[src/design/tmca_regs.vh]
// Purpose: constants for the timer channel A control block
// Assumes: Avalon-MM 32-bit words, byte addresses
// Notes:   one control register plus helper registers
`ifndef TMCA_REGS_VH
`define TMCA_REGS_VH

`define TMCA_OFF_CTRL        4'h0
`define TMCA_OFF_TIMER       4'h4
`define TMCA_OFF_CMPA        4'h8
`define TMCA_OFF_COUNT       4'hC

`define TMCA_CTRL_RESET      8'h00
`define TMCA_TIMER_RESET     8'h00
`define TMCA_CMPA_RESET      10'h000

`define TMCA_MODE_HI_BIT     7
`define TMCA_MODE_LO_BIT     6
`define TMCA_ACT_HI_BIT      5
`define TMCA_ACT_LO_BIT      4
`define TMCA_LEVEL_BIT       3
`define TMCA_POL_BIT         2
`define TMCA_DIR_BIT         1
`define TMCA_CLR_BIT         0

`define TMCA_TIMER_ON_BIT    0
`define TMCA_TIMER_DOWN_BIT  1
`define TMCA_PERIOD_LSB      4

`define TMCA_MODE_CMP        2'h0
`define TMCA_MODE_CAP        2'h1
`define TMCA_MODE_PWM        2'h2
`define TMCA_MODE_TMR        2'h3

`endif

[src/design/tmca_channel.v]
// Purpose: channel A control of a 10-bit up/down timer
// Assumes: Avalon-MM slave, 40 MHz clk_in, counter ticks every clock
// Notes:   output pin and capture input share chan_a_pin
`timescale 1ns/1ps
`default_nettype none
`include "tmca_regs.vh"

// Notes on behaviour
// mode field selects compare, capture, PWM, timer
// software stops timer before mode change
// timer mode needs pin output disabled
// compare match: keep, low, high, toggle
// requested level equal initial gives no change
// timer on rising restores initial level
// PWM mode: inactive, active, PWM, pulse
// action field changed only while off
// level bit sets initial compare level
// level bit sets PWM active level
// polarity bit inverts pin, not timer mode
// read-only direction flag, 1 down
// clear select: 1 comparator A, 0 P
// comparator B never clears counter
// overflow clear only when period zero
// clear select ignored outside compare/timer
// capture edge copies counter to compare A
// on rising clears counter, off holds
// period bits match counter bits 9..7
// capture edge: rise, fall, both, off
module tmca_channel #(
   parameter CNT_W = 10
) (
   input  wire        clk_in,
   input  wire        resetn_in,
   input  wire [3:0]  avs_address_in,
   input  wire        avs_read_in,
   input  wire        avs_write_in,
   input  wire [31:0] avs_writedata_in,
   input  wire [3:0]  avs_byteenable_in,
   output reg  [31:0] avs_readdata_out,
   output reg         avs_waitrequest_out,
   input  wire        chan_a_pin_in,
   output reg         chan_a_pin_out,
   output reg         chan_a_pin_oe_out,
   output reg         match_a_out,
   output reg         match_p_out
);
   // ************************************************************
   // registers
   // ************************************************************
   reg  [7:0]       ctrl_q;
   reg  [7:0]       timer_q;
   reg  [CNT_W-1:0] cmpa_q;
   reg  [CNT_W-1:0] count_q;
   reg              down_q;
   reg              on_prev_q;
   reg              level_q;
   reg              pin_prev_q;
   reg              pulse_done_q;
   reg              ack_q;
   wire             pin_sync;

   wire [1:0] mode      = {ctrl_q[`TMCA_MODE_HI_BIT], ctrl_q[`TMCA_MODE_LO_BIT]};
   wire [1:0] action    = {ctrl_q[`TMCA_ACT_HI_BIT], ctrl_q[`TMCA_ACT_LO_BIT]};
   wire       init_lvl  = ctrl_q[`TMCA_LEVEL_BIT];
   wire       pol       = ctrl_q[`TMCA_POL_BIT];
   wire       clr_sel   = ctrl_q[`TMCA_CLR_BIT];
   wire       timer_on  = timer_q[`TMCA_TIMER_ON_BIT];
   wire       down_req  = timer_q[`TMCA_TIMER_DOWN_BIT];
   wire [2:0] period    = timer_q[`TMCA_PERIOD_LSB+2:`TMCA_PERIOD_LSB];
   wire       on_rise   = timer_on & ~on_prev_q;

   tmca_pin_sync u_sync (
      .clk_in    (clk_in),
      .resetn_in (resetn_in),
      .async_in  (chan_a_pin_in),
      .sync_out  (pin_sync)
   );

   // ************************************************************
   // bus slave: one wait cycle per access
   // ************************************************************
   wire req     = (avs_read_in | avs_write_in) & ~ack_q;
   wire wr_take = avs_write_in & ack_q;

   always @(posedge clk_in or negedge resetn_in) begin
      if (!resetn_in) begin
         ack_q <= 1'b0;
         avs_waitrequest_out <= 1'b1;
      end else begin
         ack_q <= req;
         avs_waitrequest_out <= ~req;
      end
   end

   // ************************************************************
   // register readback
   // ************************************************************
   reg [31:0] rdata_d;
   always @* begin
      case (avs_address_in)
         `TMCA_OFF_CTRL:  rdata_d = {24'h00_0000, ctrl_q[7:2], down_q, ctrl_q[0]};
         `TMCA_OFF_TIMER: rdata_d = {24'h00_0000, timer_q};
         `TMCA_OFF_CMPA:  rdata_d = {22'h00_0000, cmpa_q};
         `TMCA_OFF_COUNT: rdata_d = {22'h00_0000, count_q};
         default:         rdata_d = 32'h0000_0000;
      endcase
   end

   // data captured at the take edge, stands at the answer edge
   always @(posedge clk_in or negedge resetn_in) begin
      if (!resetn_in) begin
         avs_readdata_out <= 32'h0000_0000;
      end else if (req && avs_read_in) begin
         avs_readdata_out <= rdata_d;
      end
   end

   // ************************************************************
   // comparators and counter
   // ************************************************************
   wire match_a   = (count_q == cmpa_q);
   wire match_p   = (count_q[CNT_W-1:CNT_W-3] == period) && (period != 3'h0);
   wire top       = &count_q;
   wire clr_allow = (mode == `TMCA_MODE_CMP) || (mode == `TMCA_MODE_TMR);
   // comparator B is not an input; it cannot clear R14
   wire clr_hit   = clr_allow & (clr_sel ? match_a : match_p);
   wire ovf_clr   = (clr_sel == 1'b0) && (period == 3'h0) && top;
   wire pwm_clr   = ~clr_allow & (match_p | ((period == 3'h0) & top));

   // ************************************************************
   // counter next value
   // ************************************************************
   reg [CNT_W-1:0] count_d;
   always @* begin
      count_d = count_q;
      if (on_rise) begin
         count_d = {CNT_W{1'b0}};
      end else if (timer_on) begin
         if (clr_hit || ovf_clr || pwm_clr) begin
            count_d = {CNT_W{1'b0}};
         end else if (down_q) begin
            count_d = count_q - {{(CNT_W-1){1'b0}}, 1'b1};
         end else begin
            count_d = count_q + {{(CNT_W-1){1'b0}}, 1'b1};
         end
      end
   end

   // off holds the residual count
   always @(posedge clk_in or negedge resetn_in) begin
      if (!resetn_in) begin
         count_q <= {CNT_W{1'b0}};
      end else begin
         count_q <= count_d;
      end
   end

   always @(posedge clk_in or negedge resetn_in) begin
      if (!resetn_in) begin
         down_q    <= 1'b0;
         on_prev_q <= 1'b0;
      end else begin
         on_prev_q <= timer_on;
         down_q    <= down_req & timer_on;
      end
   end

   // ************************************************************
   // control registers and capture
   // ************************************************************
   wire rise_edge = pin_sync & ~pin_prev_q;
   wire fall_edge = ~pin_sync & pin_prev_q;
   reg  cap_edge;
   always @* begin
      case (action)
         2'h0:    cap_edge = rise_edge;
         2'h1:    cap_edge = fall_edge;
         2'h2:    cap_edge = rise_edge | fall_edge;
         default: cap_edge = 1'b0;
      endcase
   end

   // ************************************************************
   // write decode
   // ************************************************************
   wire wr_ctrl  = wr_take && (avs_address_in == `TMCA_OFF_CTRL) && avs_byteenable_in[0];
   wire wr_timer = wr_take && (avs_address_in == `TMCA_OFF_TIMER) && avs_byteenable_in[0];
   wire wr_cmpa  = wr_take && (avs_address_in == `TMCA_OFF_CMPA);
   wire cap_take = (mode == `TMCA_MODE_CAP) && timer_on && cap_edge;

   always @(posedge clk_in or negedge resetn_in) begin
      if (!resetn_in) begin
         pin_prev_q <= 1'b0;
      end else begin
         pin_prev_q <= pin_sync;
      end
   end

   // direction bit never stored
   always @(posedge clk_in or negedge resetn_in) begin
      if (!resetn_in) begin
         ctrl_q <= `TMCA_CTRL_RESET;
      end else if (wr_ctrl) begin
         ctrl_q <= avs_writedata_in[7:0] & 8'hFD;
      end
   end

   always @(posedge clk_in or negedge resetn_in) begin
      if (!resetn_in) begin
         timer_q <= `TMCA_TIMER_RESET;
      end else if (wr_timer) begin
         timer_q <= avs_writedata_in[7:0];
      end
   end

   // capture wins over a software write
   always @(posedge clk_in or negedge resetn_in) begin
      if (!resetn_in) begin
         cmpa_q <= `TMCA_CMPA_RESET;
      end else if (cap_take) begin
         cmpa_q <= count_q;
      end else if (wr_cmpa) begin
         if (avs_byteenable_in[0]) cmpa_q[7:0] <= avs_writedata_in[7:0];
         if (avs_byteenable_in[1]) cmpa_q[CNT_W-1:8] <= avs_writedata_in[CNT_W-1:8];
      end
   end

   // ************************************************************
   // output level generation
   // ************************************************************
   reg lvl_d;
   always @* begin
      lvl_d = level_q;
      case (mode)
         `TMCA_MODE_CMP: begin
            if (on_rise) begin
               lvl_d = init_lvl;
            end else if (timer_on && match_a) begin
               case (action)
                  2'h1:    lvl_d = 1'b0;
                  2'h2:    lvl_d = 1'b1;
                  2'h3:    lvl_d = ~level_q;
                  default: lvl_d = level_q;
               endcase
            end
         end
         `TMCA_MODE_PWM: begin
            case (action)
               2'h0:    lvl_d = ~init_lvl;
               2'h1:    lvl_d = init_lvl;
               2'h2:    lvl_d = (count_q < cmpa_q) ? init_lvl : ~init_lvl;
               default: lvl_d = (timer_on && !pulse_done_q && count_q < cmpa_q) ? init_lvl : ~init_lvl;
            endcase
         end
         default: lvl_d = level_q;
      endcase
   end

   // ************************************************************
   // single pulse tracking
   // ************************************************************
   always @(posedge clk_in or negedge resetn_in) begin
      if (!resetn_in) begin
         pulse_done_q <= 1'b0;
      end else if (on_rise) begin
         pulse_done_q <= 1'b0;
      end else if (timer_on && match_a && cmpa_q != {CNT_W{1'b0}}) begin
         pulse_done_q <= 1'b1;
      end
   end

   // ************************************************************
   // pin outputs
   // ************************************************************
   always @(posedge clk_in or negedge resetn_in) begin
      if (!resetn_in) begin
         level_q           <= 1'b0;
         chan_a_pin_out    <= 1'b0;
         chan_a_pin_oe_out <= 1'b0;
         match_a_out       <= 1'b0;
         match_p_out       <= 1'b0;
      end else begin
         level_q           <= lvl_d;
         chan_a_pin_out    <= lvl_d ^ pol;
         // timer and capture modes do not drive the pin R03
         chan_a_pin_oe_out <= (mode == `TMCA_MODE_CMP) || (mode == `TMCA_MODE_PWM);
         match_a_out       <= timer_on & match_a;
         match_p_out       <= timer_on & match_p;
      end
   end
endmodule
`default_nettype wire

[src/design/tmca_pin_sync.v]
// Purpose: two-flop synchroniser for the channel A pin
// Assumes: single clock domain
// Notes:   first flop read only by second flop
`timescale 1ns/1ps
`default_nettype none
module tmca_pin_sync (
   input  wire clk_in,
   input  wire resetn_in,
   input  wire async_in,
   output wire sync_out
);
   reg meta_q;
   reg sync_q;
   always @(posedge clk_in or negedge resetn_in) begin
      if (!resetn_in) begin
         meta_q <= 1'b0;
         sync_q <= 1'b0;
      end else begin
         meta_q <= async_in;
         sync_q <= meta_q;
      end
   end
   assign sync_out = sync_q;
endmodule
`default_nettype wire

[config.mk]
export PLATFORM = sky130hd
export DESIGN_NAME = tmca_channel
export DESIGN_NICKNAME = d
export VERILOG_FILES = /design/src/design/tmca_channel.v /design/src/design/tmca_pin_sync.v
export VERILOG_INCLUDE_DIRS = /design/src /design/src/design
export SDC_FILE = /design/constraint.sdc
export NUM_CORES = 1
export LEC_CHECK = 0
export ABC_AREA = 1
export ABC_CLOCK_PERIOD_IN_PS = 1550
export BUFFER_PORTS_ARGS = -buffer_cell sky130_fd_sc_hd__buf_2
export CAP_MARGIN = 20
export CORE_UTILIZATION = 49
export CTS_CLUSTER_DIAMETER = 60
export DETAILED_ROUTE_END_ITERATION = 6
export PLACE_DENSITY = 0.76
export SKIP_LAST_GASP = 1
export SYNTH_ARGS = -nofsm -noshare
export SYNTH_HDL_FRONTEND = slang
export SYNTH_SLANG_ARGS = --single-unit
[constraint.sdc]
create_clock -name clk_in -period 1.55 [get_ports clk_in]
set_input_delay 0.3875 -clock clk_in [delete_from_list [all_inputs] [get_ports clk_in]]
set_output_delay 0.3875 -clock clk_in [all_outputs]
set_load 0.03 [all_outputs]
==> reports/metrics.csv, run 1 <==
metric,value,unit
yosysSeqAreaShare,0.396,
fin_util,0.731,
syn_area,3670,sq um
ys_top_cells_by_area,"dfrtp_1, nand2_1, ha_1, inv_1, buf_4",
portBuffers,35,
yosys_warnings,0,
drive_above_1_share,0.427,
synth-edff-count,0,
holdCritPathClass,in2reg,
htree_levels,3,
core_area,7250,sq um
grt_pass1_wl,16.3,mm
synth_largest_area_cell,dfrtp_1,
n_antenna_cell,0,
place_congestion,0.935,
nets,642,
reg2reg_depth,10,
cpPeakStageDelay,420,ps
hold_depth,1,
maxSlewViolCount,0,
viasPerCell,5.52,
violations,setup timing,
drc_errors,0,
cap_violations,0,
ant_nets,0,
first_pass_iters,5,
async_flop_share,1.00,
worst_slack,-208,ps
worstSetupEndpointType,flip-flop,
worst_ep_arrival_time,2050,ps
min_period,1760,ps
dp.cells,637,
path_clk_slew,70,ps
final_cell_mix,"nand2_1, buf_4, inv_1",
clock_latency,350,ps
syn2layout_area_growth,44.6,%
r2r_slack,-210,ps
cp.required,1840,ps
cts_sinks,58,
synthDistinctLibCells,42,
wl_per_cell,17.3,um
antenna_found_initial,0,
yosys_most_used_dff,dfrtp_1,
start_util,0.505,
rr_startpoint,count_q[4],
slowest_stage,dfrtp_1,
min-delay-start,chan_a_pin_in,
reg2reg_to,count_q[7],
outcome,"finished, violations left",
grt_max_degree,25,
holdWs,137,ps
cpLargestDelayFamily,simple AND/OR/NAND/NOR gates,
die_w,88.5,um
syn_inst,436,
clock.fmax,569,MHz
cts_made_buffers,9,
ir_drop,0.000838,V
drtIter0Drc,386,
fin_crit_sh,1.13,
setup-tns-final,-3660,ps
vias,3736,
root_buffer,clkbuf_8,
grt_pass1_vias,3407,
avgSynthCellArea,8.41,sq um
routed_wl,11.7,mm
rsz0062_at_grt,true,
holdPathEnd,u_sync.meta_q,
rows,31,
grt_usage,0.281,
finalClockSkew,6.27,ps
dpl.hpwl,7.35,mm
cp_max_fo,7,
crit_type,reg2reg,
setup_viol,24,
power.total,6.29,mW
powerDensity,1190,nW/um^2
clk_path_buf_depth,2,
crit_chain,ha_1 -> nand2_4 -> nor2_4 -> nand2_2 -> nor3_2 -> nor3_2 -> nand2_2 -> nor2_2 -> nand2_1 -> nand2_1,
ys_ff_latch,58,
start_kind,flip-flop,
die_area,7830,sq um
yosysTopAreaCellShare,0.389,
cts_tree,done,
critical_path_buf_inv_count,0,
p_leak,2.59,nW
die_h,88.5,um
hold_violations,0,
gr-total-overflow,0,
stdcell_count,677,
layout_commonest_cell,nand2_1,
num_io_pins,82,
==> Yosys cell counts, drive strengths merged (3+ instances only) <==
cell / number
o2111ai: 8
xor2: 3
mux2: 10
o22ai: 6
inv: 63
buf: 28
o21ai: 33
nor3: 4
nand4: 9
a21oi: 12
dfrtp: 57
o211ai: 8
nand3: 17
nor2: 26
xnor2: 7
nand2: 108
ha: 23
==> layer usage <==
metal / GRT usage / part of all wire
met5: 0 / 0
met4: 0.106 / 0.040
met3: 0.0793 / 0.090
met2: 0.467 / 0.50
met1: 0.348 / 0.37
==> cell type report <==
type	instances	area, sq um
Tap cell	99	124
Inverter	63	236
Timing Repair Buffer	132	1030
Fill cell	511	1950
Clock inverter	2	10.0
Multi-Input combinational cell	309	2270
Sequential cell	58	1460
Clock buffer	14	173
==> logic make-up (layout without fill, tap and decap cells) <==
| family | count (synthesis) | in the layout | synth area share |
|---|---|---|---|
| compound gates | 76 | 76 | 0.136 |
| xor+xnor | 10 | 10 | 0.0239 |
| other cells | 1 | 22 | 0.00102 |
| mux | 10 | 10 | 0.0307 |
| fa+ha+maj | 24 | 24 | 0.0840 |
| flops | 58 | 58 | 0.396 |
| simple gates | 166 | 167 | 0.203 |
| buf+inv | 91 | 211 | 0.125 |
==> report_power, final <==
part,switching [mW],internal [mW]
sequential,0.202,1.77
clock,0.602,0.707
combinational,1.65,1.36
total,2.45,3.84
==> through the flow <==
stage | area, sq um | setup WS [ps]
after CTS | 4980 | -252
after detailed placement | 4470 | -288
after global routing | 5300 | -312
after global placement | 4470 | -205
after floorplan | 3790 | -74.1
final | 5300 | -208
==> worst reg2reg max path, stage by stage (launching register included) <==
cell and delay (ps):
dfrtp_1 420, ha_1 330, nand2_4 120, nor2_4 50
nand2_2 70, nor3_2 50, nor3_2 240, nand2_2 190
nor2_2 130, nand2_1 50, nand2_1 50
==> what timing repair did <==
action / CTS / global route
endpoints found under the setup margin: 24 / 25
hold buffers: 1 / 0
gates cloned: 2 / 0
setup buffers: 15 / 7
endpoints found under the hold margin: 14 / 0
gates resized for setup: 37 / 52
pin swaps: 15 / 27
==> flip-flops by register name, indices dropped and copies added, names as in the netlist <==
| register | cells |
|---|---|
| avs_waitrequest_out | 1 |
| pulse_done_q | 1 |
| pin_prev_q | 1 |
| chan_a_pin_oe_out | 1 |
| level_q | 1 |
| down_q | 1 |
| avs_readdata_out | 10 |
| u_sync.sync_out | 1 |
| chan_a_pin_out | 1 |
| match_p_out | 1 |
| on_prev_q | 1 |
| count_q | 10 |
| ack_q | 1 |
| timer_q | 8 |
| u_sync.meta_q | 1 |
| match_a_out | 1 |
| ctrl_q | 7 |
| cmpa_q | 10 |
==> worst max path at each step <==
| stage | startpoint | to | slack (ps) | cells past startpoint |
|---|---|---|---|---|
| after CTS | count_q[3] | count_q[7] | -250 | 10 |
| after detailed placement | count_q[2] | count_q[0] | -290 | 9 |
| final | count_q[4] | count_q[7] | -210 | 10 |
| after floorplan | count_q[9] | count_q[7] | -70 | 10 |
| after global placement | count_q[2] | count_q[7] | -200 | 10 |
| after global routing | cmpa_q[2] | count_q[7] | -310 | 11 |
(Power assumes the default switching activity.)
==> run 2, diff against run 1 <==
ABC_AREA = not set   (was 1)
CAP_MARGIN = 10   (was 20)
PLACE_DENSITY = 0.77   (was 0.76)
==> run 2 against run 1 <==
Effect of this change:
- the run still ends with setup timing left
- clock skew is 4.3 ps higher
- clock power is 5% higher
- hold slack better by 5.4 ps
- highest routed layer is now met5
==> reports/metrics.csv, run 2 <==
metric,value,unit,change
min-delay-start,chan_a_pin_in,,
drc_errors,0,,unchanged
violations,setup timing,,
dpl.hpwl,7.40,mm,+0.76%
cp.required,1780,ps,-60 ps
routed_wl,12.5,mm,+6.6%
synthSimpleGateAreaFrac,0.131,,-0.0720
min_period,2250,ps,+495 ps
synth_compound_area_frac,0.160,,+0.0237
rows,30,,-3.2%
cpLargestDelayFamily,compound AO/OA/AOI/OAI gates,,
clock_latency,360,ps,about the same
antenna_found_initial,1,,+1
clock.fmax,444,MHz,-22%
n_antenna_cell,0,,unchanged
grt_max_degree,24,,-4.0%
ant_nets,0,,unchanged
wl_per_cell,21.6,um,+25%
syn_area,3510,sq um,-4.1%
layout_commonest_cell,buf_4,,
cts_sinks,58,,unchanged
place_congestion,0.891,,-4.8%
grt_pass1_wl,17.5,mm,+7.3%
synth_largest_area_cell,dfrtp_1,,
start_util,0.512,,+0.00622
synthDistinctLibCells,58,,+38%
core_area,6870,sq um,-5.3%
htree_levels,3,,unchanged
outcome,"finished, violations left",,
ir_drop,0.000694,V,-17%
first_pass_iters,5,,unchanged
yosysTopAreaCellShare,0.406,,+0.0168
synth_top_family_by_area,compound AO/OA/AOI/OAI gates,,
root_buffer,clkbuf_8,,
async_flop_share,1.00,,unchanged
slowest_stage,dfrtp_1,,
tightest_slew,483,ps,
setup-tns-final,-8430,ps,-4770 ps
rr_startpoint,ctrl_q[7],,
yosys_warnings,0,,unchanged
fin_crit_sh,1.45,,+0.319
crit_type,reg2reg,,
synth_xor_xnor_area_share,0.0274,,+0.00352
synth_most_common_cell,dfrtp_1,,
maxSlewViolCount,0,,unchanged
drtIter0Drc,288,,-25%
dp.cells,545,,-14%
p_leak,2.57,nW,-0.71%
cts_tree,done,,
drive_above_1_share,0.503,,+0.0758
num_io_pins,82,,unchanged
crit_chain,inv_2 -> ha_4 -> and4b_1 -> a311oi_1 -> o21ai_1 -> a211o_1 -> a311o_1 -> xor2_1,,
worst_ep_arrival_time,2480,ps,+430 ps
cp-startpoint,ctrl_q[7],,
cpPeakStageDelay,390,ps,-30 ps
cp_max_fo,4,,-3
grt_usage,0.318,,+0.0374
powerDensity,1610,nW/um^2,+36%
grt_pass1_vias,3480,,+2.1%
clk_path_buf_depth,2,,unchanged
start_kind,flip-flop,,
nets,547,,-15%
stdcell_count,579,,-14%
syn_inst,338,,-22%
vias,3491,,-6.6%
yosys_most_used_dff,dfrtp_1,,
avgSynthCellArea,10.4,sq um,+24%
critical_path_buf_inv_count,1,,+1
synth-edff-count,0,,unchanged
portBuffers,35,,unchanged
synth_fa_ha_area_frac,0.0876,,+0.00362
final_cell_mix,"buf_4, dfrtp_1, buf_2",,
die_area,7520,sq um,-4.0%
maxSlewHeadroom,0.674,,
reg_top3,"avs_readdata_out: 10 flops, cmpa_q: 10 flops, count_q: 10 flops",,
rsz0062_at_grt,true,,
cap_violations,0,,unchanged
viasPerCell,6.03,,+9.3%
worst_slack,-703,ps,-495 ps
yosysSeqAreaShare,0.413,,+0.0171
syn2layout_area_growth,49.9,%,
die_w,86.7,um,-2.0%
finalClockSkew,10.6,ps,+4.28 ps
synthMuxAreaShare,0.0933,,+0.0626
hold_violations,0,,unchanged
worstSetupEndpointType,flip-flop,,
path_clk_slew,80,ps,about the same
die_h,86.7,um,-2.0%
holdCritPathClass,in2reg,,
ys_top_cells_by_area,"dfrtp_1, ha_1, buf_4, mux2i_1, mux2_2",,
holdWs,142,ps,+5.43 ps
gr-total-overflow,0,,unchanged
ys_ff_latch,58,,unchanged
netlist_top_cells_count,"dfrtp_1, buf_4, ha_1",,
setup_viol,24,,unchanged
cts_made_buffers,9,,unchanged
-- run 2: changes by cell type after synthesis, moves of 6 or more --
cell,delta
a22o_1,+8
a221oi_1,+8
o2111ai_1,-8
mux2i_1,+17
o22ai_1,-6
nor2_1,-9
nand2_1,-84
nand2b_1,+6
o21ai_1,-11
nand3_1,-12
inv_1,-41
clkbuf_1,+6
o2bb2ai_1,+8
-- run 2: cells by family after synthesis --
family | Yosys count
xor+xnor | 11
compound gates | 78
flops | 58
buf+inv | 56
mux | 31
fa+ha+maj | 24
other cells | 1
simple gates | 79
-- run 2: final cells by class --
| class | count | area (sq um) |
|---|---|---|
| Clock inverter | 4 | 25.0 |
| Fill cell | 391 | 1600 |
| Inverter | 21 | 78.8 |
| Clock buffer | 12 | 165 |
| Sequential cell | 58 | 1460 |
| Timing Repair Buffer | 143 | 1110 |
| Tap cell | 96 | 120 |
| Multi-Input combinational cell | 245 | 2310 |
-- run 2: worst paths after layout --
check	to	slack (ps)	cells past startpoint
hold reg to reg	u_sync.sync_out	390	0
min in group asynchronous	avs_readdata_out[3]	520	2
setup / recovery	chan_a_pin_out	-700	8
hold / removal	u_sync.meta_q	140	1
setup reg to reg	chan_a_pin_out	-700	8
max in group asynchronous	count_q[7]	500	3
-- run 2: timing repair --
| item | in CTS | in global routing |
|---|---|---|
| gates cloned | 0 | 0 |
| hold endpoints to repair | 16 | 0 |
| resized for setup | 43 | 30 |
| endpoints found under the setup margin | 23 | 26 |
| buffers inserted | 16 | 6 |
| hold buffers | 1 | 0 |
| pin swaps | 25 | 19 |
-- run 2: stage by stage --
stage | utilization | total power, mW | worst slack [ps] | instance area, sq um
after global placement | 0.663 | 5.51 | -504 | 4550
after floorplan | - | 4.06 | -511 | 3750
after global routing | 0.767 | 8.83 | -736 | 5270
after CTS | 0.740 | 7.64 | -528 | 5080
after detailed placement | 0.663 | 5.68 | -564 | 4550
final | 0.767 | 8.48 | -703 | 5270
-- run 2: power by group --
group / total, mW / switching (mW) / internal [mW]
combinational: 4.90 / 2.45 / 2.45
clock: 1.38 / 0.673 / 0.705
sequential: 2.20 / 0.319 / 1.89
total: 8.48 / 3.44 / 5.04
-- run 2: routing by layer --
layer	vias up	global-route usage	wire, um
li1	1470	-	-
met1	1697	0.362	4390
met2	243	0.538	6220
met3	79	0.0638	1080
met4	2	0.223	794
met5	-	0	15
==> run 3, diff against run 2 <==
CORE_UTILIZATION = 45   (was 49)
CTS_BUF_LIST = sky130_fd_sc_hd__clkbuf_2   (was not set)
PLACE_DENSITY = 0.71   (was 0.77)
==> run 3 against run 2 <==
Effect of this change:
- the flow still finishes with violations (setup timing)
- die area up 8.7%
- combinational power down 11%
- wire length down 17%
- power down 12%
- clock-buffer cell count unchanged
- clock power down 32%
- via count down 8.3%
- register-to-register slack better by 120 ps
- critical endpoint is now count_q[9]
- largest cell class unchanged
==> reports/metrics.csv, run 3 (synthesis results as in run 2) <==
metric,value,unit,change
drive_above_1_share,0.501,,-0.00207
viasPerCell,5.50,,-8.8%
start_kind,flip-flop,,
outcome,"finished, violations left",,
cts_made_buffers,9,,unchanged
start_util,0.474,,-0.0372
antenna_found_initial,0,,-1
die_w,90.4,um,+4.3%
ir_drop,0.000625,V,-10%
setup_viol,25,,+4.2%
reg_top3,"avs_readdata_out: 10 flops, cmpa_q: 10 flops, count_q: 10 flops",,
rows,31,,+3.3%
place_congestion,0.881,,-1.1%
clock.fmax,469,MHz,+5.7%
gr-total-overflow,0,,unchanged
min_period,2130,ps,-121 ps
die_area,8170,sq um,+8.7%
cpLargestDelayFamily,compound AO/OA/AOI/OAI gates,,
grt_usage,0.255,,-0.0629
crit_type,reg2reg,,
cts_sinks,58,,unchanged
reg2reg_depth,6,,-2
slowest_stage,or4_1,,
worstSetupEndpointType,flip-flop,,
rsz0062_at_grt,true,,
drtIter0Drc,204,,-29%
num_io_pins,82,,unchanged
grt_pass1_wl,15.9,mm,-9.0%
critical_path_buf_inv_count,0,,-1
syn2layout_area_growth,46.4,%,
clk_path_buf_depth,2,,unchanged
dp.cells,545,,unchanged
clock_latency,490,ps,+130 ps
setup-tns-final,-6370,ps,+2060 ps
ant_nets,0,,unchanged
worst_ep_arrival_time,2530,ps,+50 ps
wl_per_cell,17.8,um,-18%
cp.required,1950,ps,+170 ps
finalClockSkew,16.4,ps,+5.86 ps
cpPeakStageDelay,550,ps,+160 ps
violations,setup timing,,
vias,3200,,-8.3%
maxSlewViolCount,0,,unchanged
grt_max_degree,22,,-8.3%
hold_violations,0,,unchanged
htree_levels,3,,unchanged
first_pass_iters,5,,unchanged
stdcell_count,582,,+0.52%
min-delay-start,avs_writedata_in[1],,
crit_chain,ha_4 -> a21o_1 -> a21oi_2 -> o211ai_1 -> or4_1 -> a32o_1,,
p_leak,2.52,nW,-1.8%
grt_pass1_vias,3197,,-8.1%
worst_slack,-583,ps,+121 ps
portBuffers,35,,unchanged
core_area,7410,sq um,+7.9%
cp-startpoint,down_q,,
rr_startpoint,down_q,,
fin_crit_sh,1.38,,-0.0778
drc_errors,0,,unchanged
final_cell_mix,"buf_4, dfrtp_1, buf_2",,
path_clk_slew,150,ps,+70 ps
root_buffer,clkbuf_2,,
layout_commonest_cell,buf_4,,
cap_violations,0,,unchanged
cts_tree,done,,
routed_wl,10.4,mm,-17%
nets,547,,unchanged
cp_max_fo,7,,+3
hold_depth,2,,+1
powerDensity,1450,nW/um^2,-9.9%
die_h,90.4,um,+4.3%
dpl.hpwl,7.16,mm,-3.3%
holdCritPathClass,in2reg,,
n_antenna_cell,0,,unchanged
crit_cells,6,,-2
[run 3: cell count changes in the layout (fill, tap and decap cells not counted), moves of 3 or more]
| cell | delta |
|---|---|
| a21oi_1 | -4 |
| buf_6 | +7 |
| buf_4 | -3 |
| clkbuf_2 | +12 |
| a21oi_2 | +4 |
| clkbuf_8 | -12 |
| buf_12 | -3 |
[run 3: timing repair]
item | CTS | global route
buffers inserted | 15 | 12
endpoints found under the setup margin | 24 | 26
gates cloned | 0 | 0
hold buffers | 2 | 0
endpoints found under the hold margin | 13 | 0
gates resized for setup | 42 | 35
pin swaps | 28 | 19
[run 3: report_power, final]
| group | internal, mW | switching, mW | leakage (nW) |
|---|---|---|---|
| Sequential | 1.88 | 0.310 | 0.735 |
| Combinational | 2.22 | 2.12 | 1.72 |
| Clock | 0.381 | 0.551 | 0.0710 |
[run 3: layout make-up]
cell class	instances	area (sq um)
clock inverters	4	42.5
inverters	21	78.8
clock buffers	12	60.1
fillers	535	2260
well taps	99	124
multi-input cells	245	2280
repair buffers	143	1100
flip-flops and latches	58	1460
[run 3: final timing paths]
kind                       slack (ps)               to
min in group asynchronous         330        ctrl_q[2]
min reg2reg                       380  u_sync.sync_out
max in group asynchronous         650       count_q[1]
max                              -580       count_q[9]
max reg2reg                      -580       count_q[9]
min                               150       timer_q[1]
[run 3: through the flow]
stage,power [mW],utilization,hold slack (ps),worst slack [ps],cell area [sq um]
finish,7.47,0.694,148,-583,5140
global route,7.90,0.694,110,-672,5140
CTS,6.98,0.667,111,-549,4940
detailed placement,5.53,0.609,335,-555,4510
global placement,5.42,0.609,332,-527,4510
floorplan,4.06,-,91.9,-511,3750
[run 3: per-layer routing]
metal | GRT usage | wire, um
met1 | 0.314 | 4320
met2 | 0.426 | 5130
met3 | 0.0446 | 487
met4 | 0.140 | 412
met5 | 0 | 0
